`config.mk`:
```
export PLATFORM = sky130hd
export DESIGN_NAME = apt_tracker
export DESIGN_NICKNAME = d
export VERILOG_FILES = /design/src/verilog/apt_pkg.sv /design/src/verilog/apt_nv_store.sv /design/src/verilog/apt_gear_div.sv /design/src/verilog/apt_tracker.sv
export SDC_FILE = /design/constraint.sdc
export NUM_CORES = 2
export LEC_CHECK = 0
export BUFFER_PORTS_ARGS = -buffer_cell sky130_fd_sc_hd__buf_2
export CAP_MARGIN = 20
export CORE_MARGIN = 2
export CORE_UTILIZATION = 35
export CTS_CLUSTER_SIZE = 24
export DETAILED_ROUTE_END_ITERATION = 10
export PLACE_DENSITY = 0.48
export SETUP_SLACK_MARGIN = 0.02
export SLEW_MARGIN = 30
export SYNTH_ARGS = -nofsm -noshare
export SYNTH_HDL_FRONTEND = slang
export SYNTH_SLANG_ARGS = --single-unit
```
`constraint.sdc`:
```
create_clock -name i_ref_clk -period 26.3 [get_ports i_ref_clk]
set_input_delay 5.26 -clock i_ref_clk [delete_from_list [all_inputs] [get_ports i_ref_clk]]
set_output_delay 5.26 -clock i_ref_clk [all_outputs]
set_load 0.03 [all_outputs]
```
`src/verilog/apt_pkg.sv`:
```
package apt_pkg;

  localparam int          ENC_BITS_DEF      = 17;
  localparam int          MT_BITS           = 16;

  localparam logic [15:0] IDX_MODE_SEL      = 16'h0008;
  localparam logic [15:0] IDX_ENC_RESET     = 16'h0011;
  localparam logic [15:0] IDX_GEAR_NUM      = 16'h0019;
  localparam logic [15:0] IDX_GEAR_DEN      = 16'h001A;
  localparam logic [15:0] IDX_LIM_LO        = 16'h001B;
  localparam logic [15:0] IDX_LIM_HI        = 16'h001D;
  localparam logic [15:0] IDX_ROT_REF_LO    = 16'h0029;
  localparam logic [15:0] IDX_ROT_ENC_LO    = 16'h002B;
  localparam logic [15:0] IDX_ROT_ENC_HI    = 16'h002D;
  localparam logic [15:0] IDX_STATUS        = 16'h0040;
  localparam logic [15:0] IDX_OP_MODE       = 16'h6060;
  localparam logic [15:0] IDX_FB_ENC        = 16'h6063;
  localparam logic [15:0] IDX_FB_REF        = 16'h6064;
  localparam logic [15:0] IDX_TARGET        = 16'h607A;
  localparam logic [15:0] IDX_HOME_OFS      = 16'h607C;
  localparam logic [15:0] IDX_ST_FUNC       = 16'h60E6;

  localparam logic [15:0] RST_GEAR          = 16'h0001;
  localparam logic [15:0] RST_ENC_RESET     = 16'h0000;
  localparam logic [31:0] RST_WORD          = 32'h0000_0000;
  localparam logic [7:0]  RST_OP_MODE       = 8'h00;

  localparam logic [15:0] ENC_RESET_MT      = 16'h0004;
  localparam logic [15:0] ENC_RESET_MAX     = 16'h001F;
  localparam logic [7:0]  OP_MODE_HOMING    = 8'h06;
  localparam logic [11:0] BATT_WARN_MV      = 12'hBB8;
  // retention key marking a stored word as written; value is arbitrary
  localparam logic [31:0] NV_KEY            = 32'h5A3C_96E1;
  localparam logic        NV_ADDR_MODE      = 1'b0;
  localparam logic        NV_ADDR_FRAME     = 1'b1;

  typedef enum logic [2:0] {
    MODE_INCREMENTAL, MODE_LINEAR, MODE_LINEAR_INF,
    MODE_SINGLE_TURN, MODE_ROTATION, MODE_MECH_SINGLE
  } apt_mode_type;
  localparam logic [2:0]  MODE_MAX          = 3'h5;

  typedef enum logic [1:0] {ST_LOAD_MODE, ST_LOAD_FRAME, ST_LOAD_DONE, ST_RUN} apt_state_type;

  function automatic logic [63:0] apt_sext32(input logic [31:0] v);
    return {{32{v[31]}}, v};
  endfunction : apt_sext32

endpackage : apt_pkg

```
`src/verilog/apt_nv_store.sv`:
```
// retained store: the array has no reset so its contents survive a drive reset
module apt_nv_store
  import apt_pkg::*;
#(
  parameter int WIDTH = 96,
  parameter int AW    = 1
) (
  input  wire logic             i_ref_clk,
  input  wire logic             i_rst,
  input  wire logic             i_we,
  input  wire logic [AW-1:0]    i_waddr,
  input  wire logic [WIDTH-1:0] i_wdata,
  input  wire logic [AW-1:0]    i_raddr,
  output logic      [WIDTH-1:0] o_rdata
);

  logic [WIDTH-1:0] mem [2**AW];

  always_ff @(posedge i_ref_clk) begin
    if (i_we) begin
      mem[i_waddr] <= i_wdata;
    end
  end

  always_ff @(posedge i_ref_clk or posedge i_rst) begin
    if (i_rst) begin
      o_rdata <= '0;
    end else begin
      o_rdata <= mem[i_raddr];
    end
  end

endmodule : apt_nv_store

```
`src/verilog/apt_gear_div.sv`:
```
// restoring divider: (num << SHIFT) / den, one quotient bit per clock
module apt_gear_div
  import apt_pkg::*;
#(
  parameter int NW    = 16,
  parameter int SHIFT = ENC_BITS_DEF
) (
  input  wire logic               i_ref_clk,
  input  wire logic               i_rst,
  input  wire logic               i_start,
  input  wire logic [NW-1:0]      i_num,
  input  wire logic [NW-1:0]      i_den,
  output logic      [NW+SHIFT-1:0] o_quot,
  output logic                    o_busy
);

  localparam int DW = NW + SHIFT;

  logic [NW:0]   rem;
  logic [NW-1:0] den;
  logic [6:0]    cnt;
  wire  [NW:0]   rem_sh  = {rem[NW-1:0], o_quot[DW-1]};
  wire  [NW:0]   rem_sub = rem_sh - {1'b0, den};
  wire           take    = ~rem_sub[NW];

  always_ff @(posedge i_ref_clk or posedge i_rst) begin
    if (i_rst) begin
      rem    <= '0;
      den    <= '0;
      cnt    <= '0;
      o_quot <= '0;
      o_busy <= 1'b0;
    end else if (i_start) begin
      rem    <= '0;
      den    <= i_den;
      cnt    <= 7'(DW);
      o_quot <= {i_num, {SHIFT{1'b0}}};
      o_busy <= 1'b1;
    end else if (o_busy) begin
      rem    <= take ? rem_sub : rem_sh;
      o_quot <= {o_quot[DW-2:0], take};
      cnt    <= cnt - 7'h01;
      o_busy <= (cnt != 7'h01);
    end
  end

endmodule : apt_gear_div

```
`src/verilog/apt_tracker.sv`:
```
// What this block does
// RULE_01: the rotation upper limit is the 64-bit limit pair, or the gear-ratio result when both halves are zero.
// RULE_02: single-turn mode neither counts revolutions nor needs the encoder battery.
// RULE_03: target positions are taken over the full signed 32-bit range with no modulus applied.
// RULE_04: at power-up single-turn feedback starts from the encoder single-turn position, 0 to 2^17-1.
// RULE_05: homing with selector 3 saves encoder position and home offset, restored at next power-up.
// RULE_06: after a successful homing the reference feedback equals the home offset.
// RULE_07: first battery attach raises the battery fault, cleared by the encoder data reset.
// RULE_08: the battery warning follows a level below 3.0 V and clears itself on a good battery.
// RULE_09: the operator swaps the battery only while powered and idle, resuming when the warning clears.
// RULE_10: an unpowered battery swap raises the fault; writing 4 to the data reset clears it.
// RULE_11: a multi-turn reset voids the saved frame and demands a new homing.
// RULE_12: selector codes 0 to 5 are the six absolute modes and take effect only after power-up.
// RULE_13: at-stop parameters are refused while the motor runs.
module apt_tracker
  import apt_pkg::*;
#(
  parameter int ENC_BITS = ENC_BITS_DEF
) (
  input  wire logic                i_ref_clk,
  input  wire logic                i_rst,
  input  wire logic                i_par_wr,
  input  wire logic                i_par_rd,
  input  wire logic [15:0]         i_par_index,
  input  wire logic [31:0]         i_par_wdata,
  input  wire logic [ENC_BITS-1:0] i_enc_single_turn,
  input  wire logic [MT_BITS-1:0]  i_enc_multi_turn,
  input  wire logic [11:0]         i_batt_mv,
  input  wire logic                i_batt_first_attach,
  input  wire logic                i_batt_mt_lost,
  input  wire logic                i_motor_running,
  input  wire logic                i_homing_done,
  output logic      [31:0]         o_par_rdata,
  output logic                     o_par_ack,
  output logic                     o_par_err,
  output logic      [31:0]         o_target_pos,
  output logic                     o_enc_mt_reset,
  output logic                     o_enc_battery_fault,
  output logic                     o_enc_battery_warning,
  output logic                     o_homing_required,
  output logic                     o_mt_count_enable
);

  apt_state_type state;
  apt_mode_type  act_mode;
  logic [2:0]    mode_sel;
  logic [15:0]   gear_num, gear_den, enc_reset_cmd;
  logic [31:0]   lim_lo, lim_hi, home_ofs, st_func;
  logic [7:0]    op_mode;
  logic [63:0]   pos_enc, offset, rot_enc;
  logic [ENC_BITS-1:0] prev_st;
  logic          frame_valid;

  // pins from the encoder side: two flops each, three on attach and lost for edge detection; multi-bit counts assume slow change
  logic [ENC_BITS-1:0] enc_st_m, enc_st;
  logic [MT_BITS-1:0]  enc_mt_m, enc_mt;
  logic [11:0]         batt_m, batt;
  logic                first_m, first_s, first_d, lost_m, lost_s, lost_d;

  always_ff @(posedge i_ref_clk or posedge i_rst) begin
    if (i_rst) begin
      {enc_st_m, enc_st, enc_mt_m, enc_mt} <= '0;
      {batt_m, batt}                         <= '0;
      {first_m, first_s, first_d}            <= '0;
      {lost_m, lost_s, lost_d}               <= '0;
    end else begin
      {enc_st_m, enc_st} <= {i_enc_single_turn, enc_st_m};
      {enc_mt_m, enc_mt} <= {i_enc_multi_turn, enc_mt_m};
      {batt_m, batt}     <= {i_batt_mv, batt_m};
      {first_m, first_s, first_d} <= {i_batt_first_attach, first_m, first_s};
      {lost_m, lost_s, lost_d}    <= {i_batt_mt_lost, lost_m, lost_s};
    end
  end

  // retained store for the selector and the homing frame
  logic         nv_we;
  logic         nv_waddr;
  logic [95:0]  nv_wdata, nv_rdata;
  wire          nv_raddr  = (state == ST_LOAD_MODE) ? NV_ADDR_MODE : NV_ADDR_FRAME;
  wire          nv_key_ok = (nv_rdata[95:64] == NV_KEY);

  apt_nv_store #(.WIDTH(96), .AW(1)) u_nv (
    .i_ref_clk (i_ref_clk),
    .i_rst     (i_rst),
    .i_we      (nv_we),
    .i_waddr   (nv_waddr),
    .i_wdata   (nv_wdata),
    .i_raddr   (nv_raddr),
    .o_rdata   (nv_rdata)
  );

  // limit: explicit pair first, else one load turn in encoder pulses from the gear ratio
  logic                       div_start, div_busy;
  logic [16+ENC_BITS-1:0]     div_quot;
  wire  [63:0] lim_pair      = {lim_hi, lim_lo};
  wire         lim_pair_zero = (lim_pair == 64'h0);
  wire  [63:0] limit_eff     = lim_pair_zero ? 64'(div_quot) : lim_pair; // [RULE_01]

  apt_gear_div #(.NW(16), .SHIFT(ENC_BITS)) u_div (
    .i_ref_clk (i_ref_clk),
    .i_rst     (i_rst),
    .i_start   (div_start),
    .i_num     (gear_num),
    .i_den     (gear_den),
    .o_quot    (div_quot),
    .o_busy    (div_busy)
  );

  // parameter access decode
  wire idx_at_stop = (i_par_index == IDX_ENC_RESET) || (i_par_index == IDX_GEAR_NUM) ||
                     (i_par_index == IDX_GEAR_DEN) || (i_par_index == IDX_LIM_LO) ||
                     (i_par_index == IDX_LIM_HI) || (i_par_index == IDX_MODE_SEL);
  wire idx_rw      = idx_at_stop || (i_par_index == IDX_OP_MODE) || (i_par_index == IDX_TARGET) ||
                     (i_par_index == IDX_HOME_OFS) || (i_par_index == IDX_ST_FUNC);
  wire idx_ro      = (i_par_index == IDX_ROT_REF_LO) || (i_par_index == IDX_ROT_ENC_LO) ||
                     (i_par_index == IDX_ROT_ENC_HI) || (i_par_index == IDX_FB_ENC) ||
                     (i_par_index == IDX_FB_REF) || (i_par_index == IDX_STATUS);
  wire val_ok      = ((i_par_index != IDX_GEAR_NUM && i_par_index != IDX_GEAR_DEN) ||
                      (i_par_wdata[15:0] != 16'h0000 && i_par_wdata[31:16] == 16'h0000)) &&
                     (i_par_index != IDX_ENC_RESET || i_par_wdata <= 32'(ENC_RESET_MAX)) &&
                     (i_par_index != IDX_MODE_SEL || i_par_wdata <= 32'(MODE_MAX)); // [RULE_12]
  wire homing_ev   = i_homing_done && (op_mode == OP_MODE_HOMING) && (state == ST_RUN);
  wire stop_block  = idx_at_stop && i_motor_running; // [RULE_13]
  // the mode word shares the store port with the homing frame, so that write loses the clash
  wire nv_clash    = (i_par_index == IDX_MODE_SEL) && homing_ev;
  wire wr_ok       = i_par_wr && idx_rw && val_ok && !stop_block && !nv_clash;
  wire wr_bad      = i_par_wr && !wr_ok;
  wire rd_ok       = i_par_rd && !i_par_wr && (idx_rw || idx_ro);
  wire mt_reset_wr = wr_ok && (i_par_index == IDX_ENC_RESET) && (i_par_wdata[15:0] == ENC_RESET_MT);

  // position tracking
  wire               track_mode = (act_mode == MODE_INCREMENTAL) || (act_mode == MODE_SINGLE_TURN);
  wire [ENC_BITS-1:0] st_diff   = enc_st - prev_st;
  wire [63:0] st_delta  = {{(64-ENC_BITS){st_diff[ENC_BITS-1]}}, st_diff};
  wire [63:0] st_zx     = {{(64-ENC_BITS){1'b0}}, enc_st};
  wire [63:0] abs_enc   = {{(64-MT_BITS-ENC_BITS){1'b0}}, enc_mt, enc_st};
  wire [63:0] run_pos   = track_mode ? pos_enc + st_delta : abs_enc; // [RULE_02]
  wire [63:0] boot_pos  = track_mode ? st_zx : abs_enc;              // [RULE_04]
  wire [63:0] next_pos_enc = (state == ST_LOAD_DONE) ? boot_pos :
                             (state == ST_RUN) ? run_pos : pos_enc;
  wire        frame_ok  = nv_key_ok && nv_rdata[63] && (act_mode == MODE_SINGLE_TURN);
  wire [63:0] boot_ofs  = frame_ok ? apt_sext32(nv_rdata[62:31]) - {{(64-ENC_BITS){1'b0}}, nv_rdata[ENC_BITS-1:0]}
                                   : 64'h0; // [RULE_05]
  wire [63:0] next_offset = (state == ST_LOAD_DONE) ? boot_ofs :
                            homing_ev ? apt_sext32(home_ofs) - run_pos : offset; // [RULE_06]
  wire [63:0] pos_ref   = pos_enc + offset;
  wire [63:0] rot_sum   = rot_enc + st_delta;
  wire [63:0] next_rot  = (state == ST_LOAD_DONE) ? st_zx :
                          (limit_eff == 64'h0) ? rot_sum :
                          rot_sum[63] ? rot_sum + limit_eff :
                          (rot_sum >= limit_eff) ? rot_sum - limit_eff : rot_sum;
  wire        batt_req  = (state == ST_RUN) && (act_mode != MODE_SINGLE_TURN); // [RULE_02]
  wire        fault_set = batt_req && ((first_s && !first_d) || (lost_s && !lost_d)); // [RULE_07] [RULE_10]

  always_ff @(posedge i_ref_clk or posedge i_rst) begin
    if (i_rst) begin
      state       <= ST_LOAD_MODE;
      act_mode    <= MODE_INCREMENTAL;
      mode_sel    <= 3'h0;
      frame_valid <= 1'b0;
    end else begin
      case (state)
        ST_LOAD_MODE:  state <= ST_LOAD_FRAME;
        ST_LOAD_FRAME: begin
          state    <= ST_LOAD_DONE;
          // a never-written store reads unknown; the else branch keeps that a blank, incremental start
          if (nv_key_ok) begin
            act_mode <= apt_mode_type'(nv_rdata[2:0]); // [RULE_12]
            mode_sel <= nv_rdata[2:0];
          end else begin
            act_mode <= MODE_INCREMENTAL;
            mode_sel <= 3'h0;
          end
        end
        ST_LOAD_DONE:  begin
          state       <= ST_RUN;
          frame_valid <= frame_ok;
        end
        ST_RUN:        state <= ST_RUN;
        default:       state <= ST_LOAD_MODE;
      endcase
      if (wr_ok && i_par_index == IDX_MODE_SEL) begin
        mode_sel <= i_par_wdata[2:0];
      end
      if (homing_ev && act_mode == MODE_SINGLE_TURN) begin
        frame_valid <= 1'b1;
      end else if (mt_reset_wr) begin
        frame_valid <= 1'b0; // [RULE_11]
      end
    end
  end

  always_ff @(posedge i_ref_clk or posedge i_rst) begin
    if (i_rst) begin
      gear_num      <= RST_GEAR;
      gear_den      <= RST_GEAR;
      enc_reset_cmd <= RST_ENC_RESET;
      lim_lo        <= RST_WORD;
      lim_hi        <= RST_WORD;
      home_ofs      <= RST_WORD;
      st_func       <= RST_WORD;
      o_target_pos  <= RST_WORD;
      op_mode       <= RST_OP_MODE;
    end else if (wr_ok) begin
      case (i_par_index)
        IDX_GEAR_NUM:  gear_num      <= i_par_wdata[15:0];
        IDX_GEAR_DEN:  gear_den      <= i_par_wdata[15:0];
        IDX_ENC_RESET: enc_reset_cmd <= i_par_wdata[15:0];
        IDX_LIM_LO:    lim_lo        <= i_par_wdata;
        IDX_LIM_HI:    lim_hi        <= i_par_wdata;
        IDX_HOME_OFS:  home_ofs      <= i_par_wdata;
        IDX_ST_FUNC:   st_func       <= i_par_wdata;
        IDX_TARGET:    o_target_pos  <= i_par_wdata; // [RULE_03]
        IDX_OP_MODE:   op_mode       <= i_par_wdata[7:0];
        default:       op_mode       <= op_mode;
      endcase
    end
  end

  always_ff @(posedge i_ref_clk or posedge i_rst) begin
    if (i_rst) begin
      pos_enc   <= '0;
      offset    <= '0;
      rot_enc   <= '0;
      prev_st   <= '0;
      div_start <= 1'b0;
      nv_we     <= 1'b0;
      nv_waddr  <= NV_ADDR_MODE;
      nv_wdata  <= '0;
    end else begin
      pos_enc   <= next_pos_enc;
      offset    <= next_offset;
      rot_enc   <= next_rot;
      prev_st   <= enc_st;
      div_start <= (state == ST_LOAD_DONE) ||
                   (wr_ok && (i_par_index == IDX_GEAR_NUM || i_par_index == IDX_GEAR_DEN)); // [RULE_01]
      nv_we     <= homing_ev && act_mode == MODE_SINGLE_TURN || mt_reset_wr ||
                   (wr_ok && i_par_index == IDX_MODE_SEL);
      if (homing_ev && act_mode == MODE_SINGLE_TURN) begin
        nv_waddr <= NV_ADDR_FRAME;
        nv_wdata <= {NV_KEY, 1'b1, home_ofs, {(31-ENC_BITS){1'b0}}, enc_st}; // [RULE_05]
      end else if (mt_reset_wr) begin
        nv_waddr <= NV_ADDR_FRAME;
        nv_wdata <= '0; // [RULE_11]
      end else begin
        nv_waddr <= NV_ADDR_MODE;
        nv_wdata <= {NV_KEY, 61'h0, i_par_wdata[2:0]};
      end
    end
  end

  // status: fault and homing demand are sticky; a set in the clearing cycle wins
  always_ff @(posedge i_ref_clk or posedge i_rst) begin
    if (i_rst) begin
      o_enc_battery_fault   <= 1'b0;
      o_enc_battery_warning <= 1'b0;
      o_homing_required     <= 1'b0;
      o_enc_mt_reset        <= 1'b0;
      o_mt_count_enable     <= 1'b0;
    end else begin
      o_enc_battery_fault   <= fault_set || (o_enc_battery_fault && !mt_reset_wr); // [RULE_07] [RULE_10]
      o_enc_battery_warning <= batt_req && (batt < BATT_WARN_MV); // [RULE_08]
      o_homing_required     <= mt_reset_wr || (o_homing_required && !homing_ev); // [RULE_11]
      o_enc_mt_reset        <= mt_reset_wr; // [RULE_10]
      o_mt_count_enable     <= (state == ST_RUN) && !track_mode; // [RULE_02]
    end
  end

  logic [31:0] rd_word;
  always_comb begin
    case (i_par_index)
      IDX_MODE_SEL:   rd_word = {29'h0, mode_sel};
      IDX_ENC_RESET:  rd_word = {16'h0, enc_reset_cmd};
      IDX_GEAR_NUM:   rd_word = {16'h0, gear_num};
      IDX_GEAR_DEN:   rd_word = {16'h0, gear_den};
      IDX_LIM_LO:     rd_word = lim_lo;
      IDX_LIM_HI:     rd_word = lim_hi;
      IDX_ROT_REF_LO: rd_word = rot_enc[31:0] + offset[31:0];
      IDX_ROT_ENC_LO: rd_word = rot_enc[31:0];
      IDX_ROT_ENC_HI: rd_word = rot_enc[63:32];
      IDX_FB_ENC:     rd_word = pos_enc[31:0];
      IDX_FB_REF:     rd_word = pos_ref[31:0];
      IDX_STATUS:     rd_word = {24'h0, act_mode, div_busy, o_homing_required,
                                 o_enc_battery_warning, o_enc_battery_fault, frame_valid};
      IDX_OP_MODE:    rd_word = {24'h0, op_mode};
      IDX_TARGET:     rd_word = o_target_pos;
      IDX_HOME_OFS:   rd_word = home_ofs;
      IDX_ST_FUNC:    rd_word = st_func;
      default:        rd_word = 32'h0;
    endcase
  end

  always_ff @(posedge i_ref_clk or posedge i_rst) begin
    if (i_rst) begin
      o_par_rdata <= '0;
      o_par_ack   <= 1'b0;
      o_par_err   <= 1'b0;
    end else begin
      o_par_rdata <= rd_ok ? rd_word : 32'h0;
      o_par_ack   <= i_par_wr || i_par_rd;
      o_par_err   <= wr_bad || (i_par_rd && !i_par_wr && !rd_ok); // [RULE_13]
    end
  end
endmodule : apt_tracker

```
==> impl_metrics.py <==
metrics = {
    "status": {
        "outcome": "finished clean",
    },
    "drt": {
        "firstDrtPassIters": 8,
        "drtIter0Drc": 3970,
        "antenna_left": 0,
        "wl_per_cell_um": 27.10,
        "via_per_inst": 5.832,
        "vias": 42227,
        "totalWireLength_um": 196200,
        "drc": 0,
    },
    "sta": {
        "setup_viol": 0,
        "slew_viol_final": 0,
        "worst_pin_slew_ns": 1.054,
        "skew_ns": 0.02764,
        "rsz0062_at_grt": "false",
        "worst_hold_slack_ns": 0.3466,
        "post-route-period-util": 0.4651,
        "slew_headroom": 0.2972,
        "tns_ns": 0,
        "hold_viol": 0,
        "fmax_ghz": 0.08175,
        "finalCriticalPeriod_ns": 12.23,
    },
    "critical_path": {
        "worst_path_max_delay_cell": "mux2i_2",
        "crit_required_ns": 26.88,
        "worstSetupPathType": "flip-flop to flip-flop",
        "reg2reg_slack_ns": 14.07,
        "arrival_ns": 12.81,
        "startpoint_type": "flip-flop",
        "crit_fanout": 48,
        "max_stage_delay_ns": 0.84,
        "end_kind": "flip-flop",
    },
    "logic_synthesis": {
        "syn-num-nets": 5673,
        "syn_area_per_cell_sq_um": 9.500,
        "async_flop_share": 0.8687,
        "ys_types": 105,
        "synth_edf_count": 102,
        "yosys_warnings": 0,
        "synthCells": 5227,
        "ys_seq_area_frac": 0.4019,
        "syn_area_sq_um": 49660,
        "ys.flop_type": "dfrtp_1",
        "ys_seq_elements": 777,
    },
    "finish": {
        "drive_above_1_share": 0.1456,
        "nets": 5714,
        "stdcell_area_sq_um": 55470,
        "most-common-layout-cells": "671 x dfrtp_1, 480 x a21oi_1, 432 x nor2_1, 336 x ha_1, 316 x nand2_1",
        "final_common_cell": "dfrtp_1",
        "area_growth_pct": 11.72,
        "fillers": 14282,
        "ff_latch_area_sq_um": 19960,
        "multi_input_area_sq_um": 27720,
    },
    "grt": {
        "grt_first_pass_wirelength_um": 285700,
        "overflow": 0,
        "antenna_found_initial": 17,
        "grt.total_usage": 0.2645,
        "grt_pass1_vias": 41281,
        "grt_max_degree": 156,
    },
    "power_and_ir_drop": {
        "leakagePower_nw": 24.19,
        "total_power_w": 0.008594,
        "powerDensity_nw_per_um2": 154.9,
        "ir_drop_v": 0.0001285,
    },
    "hold_path": {
        "hp-class": "flip-flop to flip-flop",
    },
    "floorplan": {
        "core_sq_um": 141200,
        "die_height_um": 380.7,
        "design.portCount": 172,
        "initial_core_util": 0.3516,
        "die_w_um": 380.7,
        "die-area_sq_um": 144900,
        "rows": 138,
    },
    "place": {
        "io_buffers": 167,
        "postPlaceCellArea_sq_um": 52380,
        "dp_hpwl_um": 149000,
        "gp_congestion": 0.9572,
    },
    "clock_tree": {
        "numCtsBuffers": 90,
        "htreeDepth": 3,
        "hold_buffers": 0,
        "clockRootBuffer": "clkbuf_16",
        "cts_tree": "built",
        "path_clk_slew_ns": 0.06,
        "cts_resized": 0,
        "clk_latency_ns": 0.73,
        "clock-sinks": 777,
        "clockBufferDepth": 3,
        "cts_setup_buffers": 0,
    },
    "run": {
        "cap_violations": 0,
    },
}
==> flip-flops by register name (all words and copies together) (netlist names), 33 cells and up <==
register	flops
u_nv.mem	102
rot_enc	64
nv_wdata	51
u_div.o_quot	33
u_nv.o_rdata	51
==> layout make-up <==
class	instances	share of cell area
multi-input cells	3902	0.4996
flip-flops and latches	777	0.3598
clock buffers	130	0.04694
well taps	1890	0.04263
repair buffers	236	0.02472
inverters	261	0.01780
clock inverters	38	0.008165
diodes	7	0.0003158
==> worst paths after layout <==
kind,startpoint,end,cells past startpoint
max in group asynchronous,i_rst,u_nv.o_rdata[50],5
min reg2reg,batt_m[3],batt[3],0
max reg2reg,enc_st[0],rot_enc[30],37
min in group asynchronous,i_rst,batt_m[4],2
max,enc_st[0],rot_enc[30],37
min,batt_m[3],batt[3],0
==> cells in the mapped netlist (all sizes together) (11+ instances only) <==
library cell | instances | area [sq um]
dfrtp | 673 | 16840
a21oi | 481 | 2411
nor2 | 438 | 1644
ha | 336 | 4204
nand2 | 321 | 1215
mux2 | 301 | 3390
o21ai | 276 | 1389
inv | 258 | 968.4
clkbuf | 233 | 877.1
xnor2 | 155 | 1384
a21o | 115 | 863.3
edfxtp | 102 | 3063
nand3 | 97 | 485.5
nor3 | 91 | 465.5
a22oi | 87 | 653.1
nand4 | 84 | 525.5
o21bai | 72 | 540.5
and2 | 70 | 437.9
mux2i | 70 | 700.7
nor4 | 65 | 425.4
xor2 | 64 | 560.5
buf | 54 | 294.0
nand2b | 54 | 337.8
nor2b | 54 | 337.8
a31oi | 51 | 331.6
a221oi | 47 | 436.7
a211oi | 45 | 342.8
and3 | 43 | 269.0
o31ai | 42 | 334.1
o21a | 41 | 307.8
o211ai | 37 | 282.8
a222oi | 36 | 360.4
or3 | 33 | 206.5
a22o | 31 | 271.5
a21boi | 22 | 176.4
o221ai | 15 | 131.4
or2 | 14 | 87.59
a221o | 13 | 130.1
a31o | 12 | 105.1
o31a | 12 | 106.4
o32ai | 12 | 105.1
o22ai | 11 | 68.82
==> worst max-delay path, delay by kind of cell, from the launching register on <==
kind	cells	cell delay [ns]
flops	1	0.44
xor+xnor	2	0.74
fa+ha+maj	4	1.64
mux	1	0.84
compound gates	18	4.72
buf+inv	4	1.73
simple gates	8	1.82
==> power by group <==
| group | switching (W) | internal [W] | leakage [nW] |
|---|---|---|---|
| combinational | 0.00378 | 0.00199 | 13.5 |
| sequential | 0.000173 | 0.00135 | 9.22 |
| clock | 0.000553 | 0.000755 | 1.50 |
| total | 0.00450 | 0.00409 | 24.2 |
==> cells by family (layout without fill, tap and decap cells) <==
group           Yosys count  after routing  synth area share
other cells               0              7                 0
mux                     371            371           0.08237
simple gates           1413           1413            0.1378
flops                   777            777            0.4019
buf+inv                 548            665           0.04331
xor+xnor                219            219           0.03916
fa+ha+maj               345            345           0.08829
compound gates         1554           1554            0.2072
==> routing by layer <==
| layer | GRT usage | up-vias | routed length, um |
|---|---|---|---|
| met5 | 0 | - | 39 |
| met4 | 0.08432 | 6 | 5943 |
| met3 | 0.03659 | 240 | 12580 |
| met2 | 0.4152 | 1395 | 87600 |
| met1 | 0.3754 | 21284 | 90050 |
| li1 | - | 19302 | - |
==> stage by stage <==
stage / setup WS [ns] / utilization / std cells
after CTS: 14.11 / 0.3925 / 7233
after detailed placement: 14.16 / 0.3709 / 7065
final: 14.07 / 0.3928 / 7241
after floorplan: 2.122 / - / 5227
after global placement: 13.85 / 0.3708 / 7065
after global routing: 13.60 / 0.3926 / 7234
(Power assumes the default switching activity.)
